## src/common/spp_pkg.sv

```systemverilog
`default_nettype none
package spp_pkg;

   // ************************************************
   // Register byte addresses
   // ************************************************
   localparam logic [7:0] SPP_E_DATA    = 8'h00;
   localparam logic [7:0] SPP_E_DIR     = 8'h04;
   localparam logic [7:0] SPP_F_DATA    = 8'h08;
   localparam logic [7:0] SPP_F_DIR     = 8'h0c;
   localparam logic [7:0] SPP_G_DATA    = 8'h10;
   localparam logic [7:0] SPP_G_DIR     = 8'h14;
   localparam logic [7:0] SPP_G_PULLUP  = 8'h18;
   localparam logic [7:0] SPP_CTL       = 8'h1c;
   localparam logic [7:0] SPP_DISP_EN5  = 8'h20;
   localparam logic [7:0] SPP_DISP_EN6  = 8'h24;
   // Latch views, the way a read-modify-write instruction reads
   localparam logic [7:0] SPP_E_RMW     = 8'h40;
   localparam logic [7:0] SPP_F_RMW     = 8'h48;
   localparam logic [7:0] SPP_G_RMW     = 8'h50;

   // ************************************************
   // Implemented bits
   // ************************************************
   localparam logic [7:0] SPP_E_MASK    = 8'hff;
   localparam logic [7:0] SPP_F_MASK    = 8'h07;
   localparam logic [7:0] SPP_G_MASK    = 8'h06;
   localparam logic [7:0] SPP_EN5_MASK  = 8'h03;
   localparam logic [7:0] SPP_EN6_MASK  = 8'h3f;
   localparam logic [7:0] SPP_CTL_MASK  = 8'h03;
   localparam int         SPP_CTL_PORT_IN   = 0;
   localparam int         SPP_CTL_PIN_STATE = 1;
   localparam logic [7:0] SPP_F_OPEN_DRAIN = 8'h04;

   // ************************************************
   // Reset values
   // ************************************************
   localparam logic [7:0] SPP_DIR_RST   = 8'h00;
   localparam logic [7:0] SPP_LAT_RST   = 8'h00;
   localparam logic [7:0] SPP_PUL_RST   = 8'h00;
   localparam logic [7:0] SPP_EN_RST    = 8'h00;
   localparam logic [7:0] SPP_CTL_RST   = 8'h00;

   // ************************************************
   // Bus answers
   // ************************************************
   localparam logic [1:0] SPP_RESP_OKAY   = 2'b00;
   localparam logic [1:0] SPP_RESP_DECERR = 2'b11;

endpackage : spp_pkg
`default_nettype wire

```

## src/hdl/spp_gpio_ports.sv

```systemverilog
// Implementation choices: the AXI4-Lite register port and the placing of the registers.
`timescale 1ns/1ps
`default_nettype none
// How it works
// - Direction 1 makes the pin an output driving the data latch.
// - Direction 0 makes the pin an input; the latch is not driven.
// - Data writes update the latch and reach output pins one clock after the latch.
// - Data writes to input pins update the latch only; pin stays undriven.
// - Plain data read of an output pin returns the latch.
// - Plain data read of an input pin returns the sampled pin level.
// - Read-modify-write reads always return the latch.
// - A peripheral output enable hands the pin to that peripheral.
// - While a peripheral drives, plain reads return the pin level.
// - Port use needs segment select 0, then port-input control 1.
// - Segment use needs direction 0, segment select 1, then port-input control 1.
// - Segment selects come from enable registers five and six.
// - Reset clears all direction bits; pins start as inputs.
// - Standby with pin-state bit 1 floats pins and holds inputs low.
// - Standby with pin-state bit 0 holds present pin states.
// - Open-drain output writing 1 leaves the pin floating.
// - Port E bit n controls pin n for n 0 to 7.
// - Port F implements bits 0 to 2 only.
// - Port G pull-up connects when set, disconnects while pin outputs low.
// - Port G implements bits 1 and 2 only.
module spp_gpio_ports
   import spp_pkg::*;
#(
   parameter int         ADDR_W     = 8,
   parameter logic [7:0] F_OPEN_DRN = SPP_F_OPEN_DRAIN
)
(
   // Clock and reset
   input  wire logic              aclk,
   input  wire logic              aresetn,
   // AXI4-Lite write
   input  wire logic [ADDR_W-1:0] awaddr,
   input  wire logic              awvalid,
   output logic                   awready,
   input  wire logic [31:0]       wdata,
   input  wire logic [3:0]        wstrb,
   input  wire logic              wvalid,
   output logic                   wready,
   output logic [1:0]             bresp,
   output logic                   bvalid,
   input  wire logic              bready,
   // AXI4-Lite read
   input  wire logic [ADDR_W-1:0] araddr,
   input  wire logic              arvalid,
   output logic                   arready,
   output logic [31:0]            rdata,
   output logic [1:0]             rresp,
   output logic                   rvalid,
   input  wire logic              rready,
   // Stop or watch mode active
   input  wire logic              standby_req,
   // Sharing peripherals on port E
   input  wire logic [7:0]        periph_e_out,
   input  wire logic [7:0]        periph_e_oe,
   input  wire logic [7:0]        display_drive_line,
   // Port E pins
   input  wire logic [7:0]        pe_in,
   output logic [7:0]             pe_out,
   output logic [7:0]             pe_oe,
   output logic [7:0]             pe_in_level,
   // Port F pins
   input  wire logic [2:0]        pf_in,
   output logic [2:0]             pf_out,
   output logic [2:0]             pf_oe,
   // Port G pins
   input  wire logic [2:0]        pg_in,
   output logic [2:0]             pg_out,
   output logic [2:0]             pg_oe,
   output logic [2:0]             pg_pull
);

   // ************************************************
   // Registers
   // ************************************************
   logic [7:0]  port_e_data_latch_r;
   logic [7:0]  port_e_direction_r;
   logic [7:0]  port_f_data_latch_r;
   logic [7:0]  port_f_direction_r;
   logic [7:0]  port_g_data_latch_r;
   logic [7:0]  port_g_direction_r;
   logic [7:0]  port_g_pullup_enable_r;
   logic [7:0]  ctl_r;
   logic [7:0]  display_enable_reg_five_r;
   logic [7:0]  display_enable_reg_six_r;

   logic        aw_hold_r;
   logic        w_hold_r;
   logic [7:0]  awaddr_r;
   logic [7:0]  wdata_r;
   logic        wstrb_r;
   logic        do_wr;

   logic [23:0] sync1_r;
   logic [23:0] sync2_r;
   logic [23:0] sync3_r;
   logic [23:0] flt_r;
   logic [23:0] flt_nxt;

   logic        display_port_input_control;
   logic        standby_pin_state_bit;
   logic        iso;
   logic        hold;
   logic [7:0]  disp_sel;
   logic [7:0]  e_gpio;
   logic [7:0]  e_disp;
   logic [7:0]  e_pin;
   logic [7:0]  f_pin;
   logic [7:0]  g_pin;
   logic [7:0]  e_oe_nxt;
   logic [7:0]  e_out_nxt;
   logic [7:0]  f_oe_nxt;
   logic [7:0]  f_out_nxt;
   logic [7:0]  g_oe_nxt;
   logic [7:0]  g_out_nxt;
   logic [7:0]  g_pull_nxt;
   logic [7:0]  rd_val;
   logic        rd_ok;
   logic        wr_ok;

   assign display_port_input_control = ctl_r[SPP_CTL_PORT_IN];
   assign standby_pin_state_bit      = ctl_r[SPP_CTL_PIN_STATE];
   assign iso  = standby_req & standby_pin_state_bit;
   assign hold = standby_req & ~standby_pin_state_bit;

   // ************************************************
   // Pin input synchroniser
   // ************************************************
   // A level counts once stages two and three agree
   assign flt_nxt = (sync2_r & sync3_r) | (flt_r & (sync2_r ^ sync3_r));

   always_ff @(posedge aclk)
   begin
      if (!aresetn)
      begin
         sync1_r <= 24'h000000;
         sync2_r <= 24'h000000;
         sync3_r <= 24'h000000;
         flt_r   <= 24'h000000;
      end
      else
      begin
         sync1_r <= {5'h00, pg_in, 5'h00, pf_in, pe_in};
         sync2_r <= sync1_r;
         sync3_r <= sync2_r;
         flt_r   <= flt_nxt;
      end
   end

   // Isolated inputs read low so a floating pin cannot leak
   assign e_pin = iso ? 8'h00 : flt_r[7:0];
   assign f_pin = iso ? 8'h00 : (flt_r[15:8] & SPP_F_MASK);
   assign g_pin = iso ? 8'h00 : (flt_r[23:16] & SPP_G_MASK);

   // ************************************************
   // Pin drive
   // ************************************************
   assign disp_sel = {display_enable_reg_six_r[5:0], display_enable_reg_five_r[1:0]};
   assign e_gpio   = {8{display_port_input_control}} & ~disp_sel;
   assign e_disp   = {8{display_port_input_control}} & disp_sel;

   // Peripheral wins; software must have silenced the others
   assign e_oe_nxt  = periph_e_oe | e_disp | (e_gpio & port_e_direction_r);
   assign e_out_nxt = (periph_e_oe & periph_e_out)
                    | (~periph_e_oe & e_disp & display_drive_line)
                    | (~periph_e_oe & ~e_disp & port_e_data_latch_r);
   assign f_oe_nxt  = port_f_direction_r & ~(F_OPEN_DRN & port_f_data_latch_r)
                    & SPP_F_MASK;
   assign f_out_nxt = port_f_data_latch_r & ~F_OPEN_DRN & SPP_F_MASK;
   assign g_oe_nxt  = port_g_direction_r & SPP_G_MASK;
   assign g_out_nxt = port_g_data_latch_r & SPP_G_MASK;
   assign g_pull_nxt = port_g_pullup_enable_r & ~(g_oe_nxt & ~g_out_nxt) & SPP_G_MASK;

   always_ff @(posedge aclk)
   begin
      if (!aresetn)
      begin
         pe_oe   <= 8'h00;
         pe_out  <= 8'h00;
         pf_oe   <= 3'h0;
         pf_out  <= 3'h0;
         pg_oe   <= 3'h0;
         pg_out  <= 3'h0;
         pg_pull <= 3'h0;
      end
      else if (iso)
      begin
         pe_oe   <= 8'h00;
         pf_oe   <= 3'h0;
         pg_oe   <= 3'h0;
         pg_pull <= 3'h0;
      end
      else if (!hold)
      begin
         pe_oe   <= e_oe_nxt;
         pe_out  <= e_out_nxt;
         pf_oe   <= f_oe_nxt[2:0];
         pf_out  <= f_out_nxt[2:0];
         pg_oe   <= g_oe_nxt[2:0];
         pg_out  <= g_out_nxt[2:0];
         pg_pull <= g_pull_nxt[2:0];
      end
   end

   // Peripheral input path on port E, blocked until the port is released
   always_ff @(posedge aclk)
   begin
      if (!aresetn)
         pe_in_level <= 8'h00;
      else
         pe_in_level <= display_port_input_control ? e_pin : 8'h00;
   end

   // ************************************************
   // Write channel
   // ************************************************
   assign do_wr = aw_hold_r & w_hold_r & ~bvalid;

   always_comb
   begin
      wr_ok = 1'b1;
      case (awaddr_r)
         SPP_E_DATA, SPP_E_DIR, SPP_F_DATA, SPP_F_DIR, SPP_G_DATA, SPP_G_DIR,
         SPP_G_PULLUP, SPP_CTL, SPP_DISP_EN5, SPP_DISP_EN6,
         SPP_E_RMW, SPP_F_RMW, SPP_G_RMW: wr_ok = 1'b1;
         default: wr_ok = 1'b0;
      endcase
   end

   always_ff @(posedge aclk)
   begin
      if (!aresetn)
      begin
         aw_hold_r <= 1'b0;
         awaddr_r  <= 8'h00;
         awready   <= 1'b0;
      end
      else if (awvalid && awready)
      begin
         aw_hold_r <= 1'b1;
         awaddr_r  <= awaddr[7:0];
         awready   <= 1'b0;
      end
      else if (do_wr)
      begin
         aw_hold_r <= 1'b0;
         awready   <= 1'b1;
      end
      else if (!aw_hold_r)
         awready <= 1'b1;
   end

   always_ff @(posedge aclk)
   begin
      if (!aresetn)
      begin
         w_hold_r <= 1'b0;
         wdata_r  <= 8'h00;
         wstrb_r  <= 1'b0;
         wready   <= 1'b0;
      end
      else if (wvalid && wready)
      begin
         w_hold_r <= 1'b1;
         wdata_r  <= wdata[7:0];
         wstrb_r  <= wstrb[0];
         wready   <= 1'b0;
      end
      else if (do_wr)
      begin
         w_hold_r <= 1'b0;
         wready   <= 1'b1;
      end
      else if (!w_hold_r)
         wready <= 1'b1;
   end

   always_ff @(posedge aclk)
   begin
      if (!aresetn)
      begin
         bvalid <= 1'b0;
         bresp  <= SPP_RESP_OKAY;
      end
      else if (do_wr)
      begin
         bvalid <= 1'b1;
         bresp  <= wr_ok ? SPP_RESP_OKAY : SPP_RESP_DECERR;
      end
      else if (bready)
         bvalid <= 1'b0;
   end

   // Register store; the latch aliases also write the latch
   always_ff @(posedge aclk)
   begin
      if (!aresetn)
      begin
         port_e_data_latch_r       <= SPP_LAT_RST;
         port_e_direction_r        <= SPP_DIR_RST;
         port_f_data_latch_r       <= SPP_LAT_RST;
         port_f_direction_r        <= SPP_DIR_RST;
         port_g_data_latch_r       <= SPP_LAT_RST;
         port_g_direction_r        <= SPP_DIR_RST;
         port_g_pullup_enable_r    <= SPP_PUL_RST;
         ctl_r                     <= SPP_CTL_RST;
         display_enable_reg_five_r <= SPP_EN_RST;
         display_enable_reg_six_r  <= SPP_EN_RST;
      end
      else if (do_wr && wstrb_r)
      begin
         case (awaddr_r)
            SPP_E_DATA, SPP_E_RMW: port_e_data_latch_r <= wdata_r & SPP_E_MASK;
            SPP_E_DIR:    port_e_direction_r <= wdata_r & SPP_E_MASK;
            SPP_F_DATA, SPP_F_RMW: port_f_data_latch_r <= wdata_r & SPP_F_MASK;
            SPP_F_DIR:    port_f_direction_r <= wdata_r & SPP_F_MASK;
            SPP_G_DATA, SPP_G_RMW: port_g_data_latch_r <= wdata_r & SPP_G_MASK;
            SPP_G_DIR:    port_g_direction_r <= wdata_r & SPP_G_MASK;
            SPP_G_PULLUP: port_g_pullup_enable_r <= wdata_r & SPP_G_MASK;
            SPP_CTL:      ctl_r <= wdata_r & SPP_CTL_MASK;
            SPP_DISP_EN5: display_enable_reg_five_r <= wdata_r & SPP_EN5_MASK;
            SPP_DISP_EN6: display_enable_reg_six_r <= wdata_r & SPP_EN6_MASK;
            default: ;
         endcase
      end
   end

   // ************************************************
   // Read channel
   // ************************************************
   // Output pins driven by a peripheral show the pin, not the latch
   always_comb
   begin
      rd_ok  = 1'b1;
      rd_val = 8'h00;
      case (araddr[7:0])
         SPP_E_DATA: rd_val = (port_e_direction_r & ~periph_e_oe & port_e_data_latch_r)
                            | (~(port_e_direction_r & ~periph_e_oe) & e_pin);
         SPP_F_DATA: rd_val = (port_f_direction_r & port_f_data_latch_r)
                            | (~port_f_direction_r & f_pin);
         SPP_G_DATA: rd_val = (port_g_direction_r & port_g_data_latch_r)
                            | (~port_g_direction_r & g_pin);
         SPP_E_RMW:    rd_val = port_e_data_latch_r;
         SPP_F_RMW:    rd_val = port_f_data_latch_r;
         SPP_G_RMW:    rd_val = port_g_data_latch_r;
         SPP_E_DIR:    rd_val = port_e_direction_r;
         SPP_F_DIR:    rd_val = port_f_direction_r;
         SPP_G_DIR:    rd_val = port_g_direction_r;
         SPP_G_PULLUP: rd_val = port_g_pullup_enable_r;
         SPP_CTL:      rd_val = ctl_r;
         SPP_DISP_EN5: rd_val = display_enable_reg_five_r;
         SPP_DISP_EN6: rd_val = display_enable_reg_six_r;
         default:      rd_ok  = 1'b0;
      endcase
   end

   always_ff @(posedge aclk)
   begin
      if (!aresetn)
      begin
         arready <= 1'b0;
         rvalid  <= 1'b0;
         rdata   <= 32'h00000000;
         rresp   <= SPP_RESP_OKAY;
      end
      else if (arvalid && arready)
      begin
         arready <= 1'b0;
         rvalid  <= 1'b1;
         rdata   <= {24'h000000, rd_val};
         rresp   <= rd_ok ? SPP_RESP_OKAY : SPP_RESP_DECERR;
      end
      else if (rvalid && rready)
      begin
         rvalid  <= 1'b0;
         arready <= 1'b1;
      end
      else if (!rvalid)
         arready <= 1'b1;
   end
endmodule : spp_gpio_ports
`default_nettype wire

```

## config.mk

```make
export PLATFORM = sky130hd
export DESIGN_NAME = spp_gpio_ports
export DESIGN_NICKNAME = d
export VERILOG_FILES = /design/src/common/spp_pkg.sv /design/src/hdl/spp_gpio_ports.sv
export SDC_FILE = /design/constraint.sdc
export NUM_CORES = 1
export LEC_CHECK = 0
export BUFFER_PORTS_ARGS = -buffer_cell sky130_fd_sc_hd__buf_4
export CAP_MARGIN = 10
export CORE_ASPECT_RATIO = 0.75
export CORE_MARGIN = 10
export CORE_UTILIZATION = 55
export CTS_CLUSTER_DIAMETER = 60
export DETAILED_ROUTE_END_ITERATION = 10
export PLACE_DENSITY = 0.83
export SYNTH_ARGS = -nofsm -noshare
export SYNTH_HDL_FRONTEND = slang
export SYNTH_SLANG_ARGS = --single-unit
```

## constraint.sdc

```tcl
create_clock -name aclk -period 4 [get_ports aclk]
set_input_delay 0.6 -clock aclk [delete_from_list [all_inputs] [get_ports aclk]]
set_output_delay 0.6 -clock aclk [all_outputs]
set_load 0.03 [all_outputs]
```

==> Word-level counts from Yosys, hierarchy flattened <==
Index checks and enable logic that the tools add are counted.
{ "totals": {"latchBits": 0, "ff_bits": 205, "mem_bits_rw": 0, "romBits": 0, "elab_cells": 163, "mem_count": 0, "output_inout_bits": 80} }
{ "classes": {"mux": 21, "shifts": 0, "order_cmp": 0, "div_mod_pow": 0, "bitwise": 47, "n_mul": 0, "eq_ne": 27, "n_addsub": 0, "reduce_logical": 32} }
{ "op_table": {"columns": ["cell", "n"], "rows": [
  ["one-hot mux 8 bit (13 select lines)", 1],
  ["bitwise AND 8 bit", 11],
  ["== test 8 x 5 -> 1 bit, second input constant", 8],
  ["bitwise AND 24 bit", 2],
  ["== test 8 x 7 -> 1 bit, second input constant", 6],
  ["bitwise OR 8 bit", 5],
  ["== test 8 x 4 -> 1 bit, second input constant", 4],
  ["== test 8 x 6 -> 1 bit, second input constant", 4],
  ["inverter 8 bit", 4],
  ["OR reduction 13 bit", 2],
  ["bitwise OR 24 bit", 1],
  ["AND reduction 2 bit", 12],
  ["bitwise XOR 24 bit", 1],
  ["bitwise AND 8 x 3 -> 8 bit", 2],
  ["== test 8 x 3 -> 1 bit, second input constant", 2],
  ["zero test 8 bit", 2],
  ["inverter 3 -> 8 bit", 2],
  ["bitwise OR 3 x 8 -> 8 bit", 2],
  ["bitwise AND 3 bit", 5],
  ["two-way mux 1 bit", 15],
  ["OR reduction 2 bit", 7],
  ["inverter 3 bit", 3],
  ["two-way mux 8 bit", 1],
  ["nonzero test 2 bit", 4],
  ["6 further kinds", 21]
]} }

==> Logic depth before layout (Yosys ltp) <==
{ "depth": {"depth_word": 6, "depth_mapped": 7} }

==> Worst setup path before layout <==
OpenSTA, ideal clock, no wires.
{ "synth_path": {"kind": "in2reg", "startpoint": "input araddr[3]", "endpoint": "register rdata[7]", "t_required_ps": 3938, "path_stages": 6, "t_arrival_ps": 1782, "path_slack_ps": 2156, "path_buffers": 1, "setup_time_ps": 62, "path_cell_list": "buf_4 -> o22a_1 -> o22ai_1 -> nand4_1 -> or4_1 -> nand3_1"} }
{ "synth_between": {"elab_chain_cells": 2, "word_cells_on_any_way": 14, "classes_between": "eq/ne: 12; mux: 1; reduce/logical: 1"} }
{ "synth_lines": {"columns": ["element", "line_no", "rtl"], "rows": [
  ["start: declaration", "spp_gpio_ports.sv:47", "input wire logic [ADDR_W-1:0] araddr,"],
  ["== test 8 x 6 -> 1 bit (tied with other cells)", "spp_gpio_ports.sv:339", "case (araddr[7:0])"],
  ["one-hot mux 8 bit (13 select lines) *", "spp_gpio_ports.sv:339", null],
  ["end signal: assignment", "spp_gpio_ports.sv:373", "rdata <= {24'h000000, rd_val};"],
  ["end: declaration", "spp_gpio_ports.sv:50", "output logic [31:0] rdata,"]
]} }
Every way passes the cells marked *; elsewhere a longest branch is shown, timed or not.
A chain may end at the register's enable or synchronous reset.

==> Final worst setup path <==
{ "layout_path": {"startpoint": "register awaddr_r[0]", "endpoint": "register port_e_data_latch_r[2]"} }
{ "layout_between": {"elab_chain_cells": 3, "word_cells_on_any_way": 4, "classes_between": "eq/ne: 1; reduce/logical: 3"} }
{ "layout_lines": {"columns": ["element", "line_no", "rtl"], "rows": [
  ["start: declaration", "spp_gpio_ports.sv:92", "logic [7:0] awaddr_r;"],
  ["start signal: assignment", "spp_gpio_ports.sv:244", "awaddr_r <= awaddr[7:0];"],
  ["== test 8 x 7 -> 1 bit / zero test 8 bit (equally long branches)", "spp_gpio_ports.sv:315", "case (awaddr_r)"],
  ["OR reduction 2 bit *", "spp_gpio_ports.sv:315", null],
  ["AND reduction 2 bit (no line) *", null, null],
  ["end signal: assignment", "spp_gpio_ports.sv:316", "SPP_E_DATA, SPP_E_RMW: port_e_data_latch_r <= wdata_r & SPP_E_MASK;"],
  ["end: declaration", "spp_gpio_ports.sv:79", "logic [7:0] port_e_data_latch_r;"]
]} }
Marks and branches as above.

==> metrics.md <==
| Metric | Value |
|---|---|
| Slowest CP cell | `nor3b_2` |
| Final hold violation count | `0` |
| Lkg Pwr | `between 3 and 4 nW` |
| Placed cell area | `7610 um2` |
| WP data arrival | `2.59 ns` |
| Fill count | `just under 1000` |
| Worst path max stage delay | `0.84 ns` |
| DIE HEIGHT | `116 um` |
| Setup Buffers After CTS | `0` |
| Vias | `around 5700` |
| WL final | `approximately 18000 um` |
| Hold path depth | `2` |
| GRT overflow | `0` |
| CTS tree | `done` |
| Total CTS buffers | `17` |
| Synth unique cells | `57` |
| PortBufs | `121` |
| Initial Utilization | `0.558` |
| Routed wire per std cell | `17.3 um` |
| Slew Limit Headroom | `0.264` |
| CTS sink cnt | `approximately 160` |
| Yosys top cell by area | `dfxtp_1` |
| Share of layout cells above drive strength 1 | `0.201` |
| DR iter-0 viols | `about 750` |
| Critical path, cell by cell | `nor3_2, nor4b_2, nor3b_2, mux2i_1, nor2_1` |
| Period minus WS final | `between 2 and 2.5 ns` |
| Period utilization | `0.578` |
| Worst r2r dst | `port_e_data_latch_r[2]` |
| Final setup vio count | `0` |
| Pin count of the biggest net entering global routing | `slightly below 80` |
| Worst VDD drop | `0.437 mV` |
| First-pass detailed-route iteration total | `6` |
| FF+latch count, synth | `approximately 160` |
| Clock skew | `0.00508 ns` |
| HP Class | `input pin to register` |
| H-tree depth | `4` |
| Hold EP | `sync1_r[3]` |
| Yosys top cell area share | `0.468` |
| Antenna-violating nets left | `0` |
| Hold_sp | `pe_in[3]` |
| Die area | `~17000 um2` |
| Via-per-instance ratio | `5.59` |
| Dpl hpwl | `12900 um` |
| GP Congestion | `0.947` |
| CTS clk-pin slew, worst paths | `approximately 0.06 ns` |
| Commonest non-fill, non-tap cell in the layout | `dfxtp_1` |
| Prevailing post-synth register cell | `dfxtp_1` |
| GRT Total Usage | `0.203` |
| Num ports | `~180` |
| RR Startpoint | `awaddr_r[0]` |
| Crit path required time | `4.28 ns` |
| Worst-skew pair later-pin latency | `around 0.42 ns` |
| Synth-to-Final Area Change | `20.4%` |
| Top post-synthesis cells by area | `dfxtp_1, mux2i_1, a21oi_1` |
| DIE WIDTH | `roughly 150 um` |
| Root Buffer | `clkbuf_16` |
| R2R setup slack | `between 1.5 and 2 ns` |
| Crit Path Max Fanout | `8` |
| Initial antenna violation count | `0` |
| Fin. max-slew vios | `0` |
| Yosys warns | `0` |
| Power Dens Cells | `between 400 and 500 nW/um2` |
| Site Rows | `35` |
| Number of global-route vias before repair | `5419` |
| Gate Count Post-Synth | `750` |
| Most frequent cells in the layout | `dfxtp_1, buf_4, nand2_1` |
| Path type of the worst setup path | `register to register` |
| Startpoint types | `register` |
| Status | `finished clean` |
| Core area | `between 10000 and 15000 um2` |
| Fmax | `about 430 MHz` |
| Sequential-to-total area share from yosys stat | `0.468` |
| Worst Reg2Reg Path Length in Cells | `5` |
| Crit. End Element | `register` |
| PostCTS Resize Cnt | `0` |
| Worst-Margin Slew | `between 1 and 1.5 ns` |
| First-pass GRT wire length | `28000 um` |
| Asr flop ratio synth | `0` |
| Clock Tree Buf Depth | `2` |
| EDFF count, synth | `0` |
| Ant. Diodes | `0` |
| Nets | `around 960` |
| Unrepaired setup endpoints after global routing | `false` |
| Max-Cap Viols | `0` |
| Design area | `8190 um2` |
| Residual DRC | `0` |
| Post-Synthesis Cell Area | `6800 um2` |
| Syn Area/Cell | `between 9 and 10 um2` |
| Cts hold-fix bufs | `0` |
| Setup TNS | `0 ns` |
where the power goes:
part / total, mW / leakage (nW) / internal (mW) / switching [mW]
logic: 0.290 / 2.03 / 0.107 / 0.183
registers: 1.65 / 1.29 / 1.62 / 0.0310
clock network: 1.58 / 0.280 / 0.904 / 0.672
worst max-delay path: cells and delay by family (launching register included):
| family | cells | cell delay [ns] |
|---|---|---|
| muxes | 1 | 0.32 |
| and+or+nand+nor | 4 | 1.47 |
| DFF | 1 | 0.37 |
per-layer routing:
layer,global-route usage,wire length (um),vias to the layer above
li1,-,-,2738
met5,0,0,-
met2,0.318,8150,324
met1,0.251,7330,2636
met4,0.0705,308,0
met3,0.0801,2020,38
cells in the mapped netlist, types with 4 or more instances:
| library cell | count |
|---|---|
| ha_1 | 13 |
| dfxtp_1 | 159 |
| nor4b_2 | 4 |
| buf_2 | 10 |
| mux2i_1 | 61 |
| a21oi_1 | 69 |
| o22ai_1 | 4 |
| o21ai_0 | 37 |
| nand3_1 | 16 |
| and3_1 | 9 |
| a311oi_1 | 4 |
| nor2_1 | 79 |
| nand2b_1 | 12 |
| nor2b_1 | 7 |
| inv_1 | 8 |
| and2_1 | 42 |
| clkbuf_1 | 25 |
| nand2_1 | 84 |
| and3b_1 | 4 |
| a31oi_1 | 5 |
| nand4_1 | 6 |
| buf_4 | 32 |
| nor3_1 | 7 |
sequential cells by signal, summed over array words and instances, names as in the netlist, 6 cells and up:
register,cells
sync2_r,13
display_enable_reg_six_r,6
flt_r,13
port_e_direction_r,8
sync3_r,13
pe_out,8
rdata,8
wdata_r,8
port_e_data_latch_r,8
sync1_r,13
pe_in_level,8
awaddr_r,8
pe_oe,8
per-stage QoR:
stage / total power, mW / hold slack [ns] / std cells / worst slack (ns) / util
2_1_floorplan: 1.88 / 0.412 / 777 / 2.16 / -
3_3_place_gp: 1.97 / 0.415 / 995 / 1.67 / 0.625
3_5_place_dp: 1.97 / 0.418 / 995 / 1.62 / 0.625
4_1_cts: 3.54 / 0.371 / 1027 / 1.68 / 0.672
5_1_grt: 3.64 / 0.366 / 1027 / 1.55 / 0.672
6_report: 3.52 / 0.377 / 1027 / 1.69 / 0.672
how the worst max path moves through the flow:
stage | startpoint | endpoint | slack, ns | depth (start not counted)
finish | awaddr_r[0] | port_e_data_latch_r[2] | 1.69 | 5
floorplan | araddr[3] | rdata[7] | 2.16 | 6
global route | awaddr_r[0] | port_e_data_latch_r[4] | 1.55 | 5
CTS | awaddr_r[0] | port_e_data_latch_r[2] | 1.68 | 5
global placement | aresetn | rdata[1] | 1.67 | 6
detailed placement | aresetn | pe_oe[7] | 1.62 | 6
kinds of logic after synthesis:
| kind of cell | synth area share |
|---|---|
| compound gates | 0.118 |
| fa+ha+maj | 0.0239 |
| buf+inv | 0.0666 |
| flops | 0.468 |
| mux | 0.0931 |
| other cells | 0.000552 |
| simple gates | 0.229 |
area by class of cell:
cell class | count | area, um2 | area share
Sequential cell | 159 | 3180 | 0.389
Inverter | 8 | 30.0 | 0.00367
Clock buffer | 20 | 457 | 0.0558
Clock inverter | 12 | 123 | 0.0150
Timing Repair Buffer | 123 | 923 | 0.113
Tap cell | 166 | 208 | 0.0254
Multi-Input combinational cell | 539 | 3260 | 0.399
(Power assumes the default switching activity.)
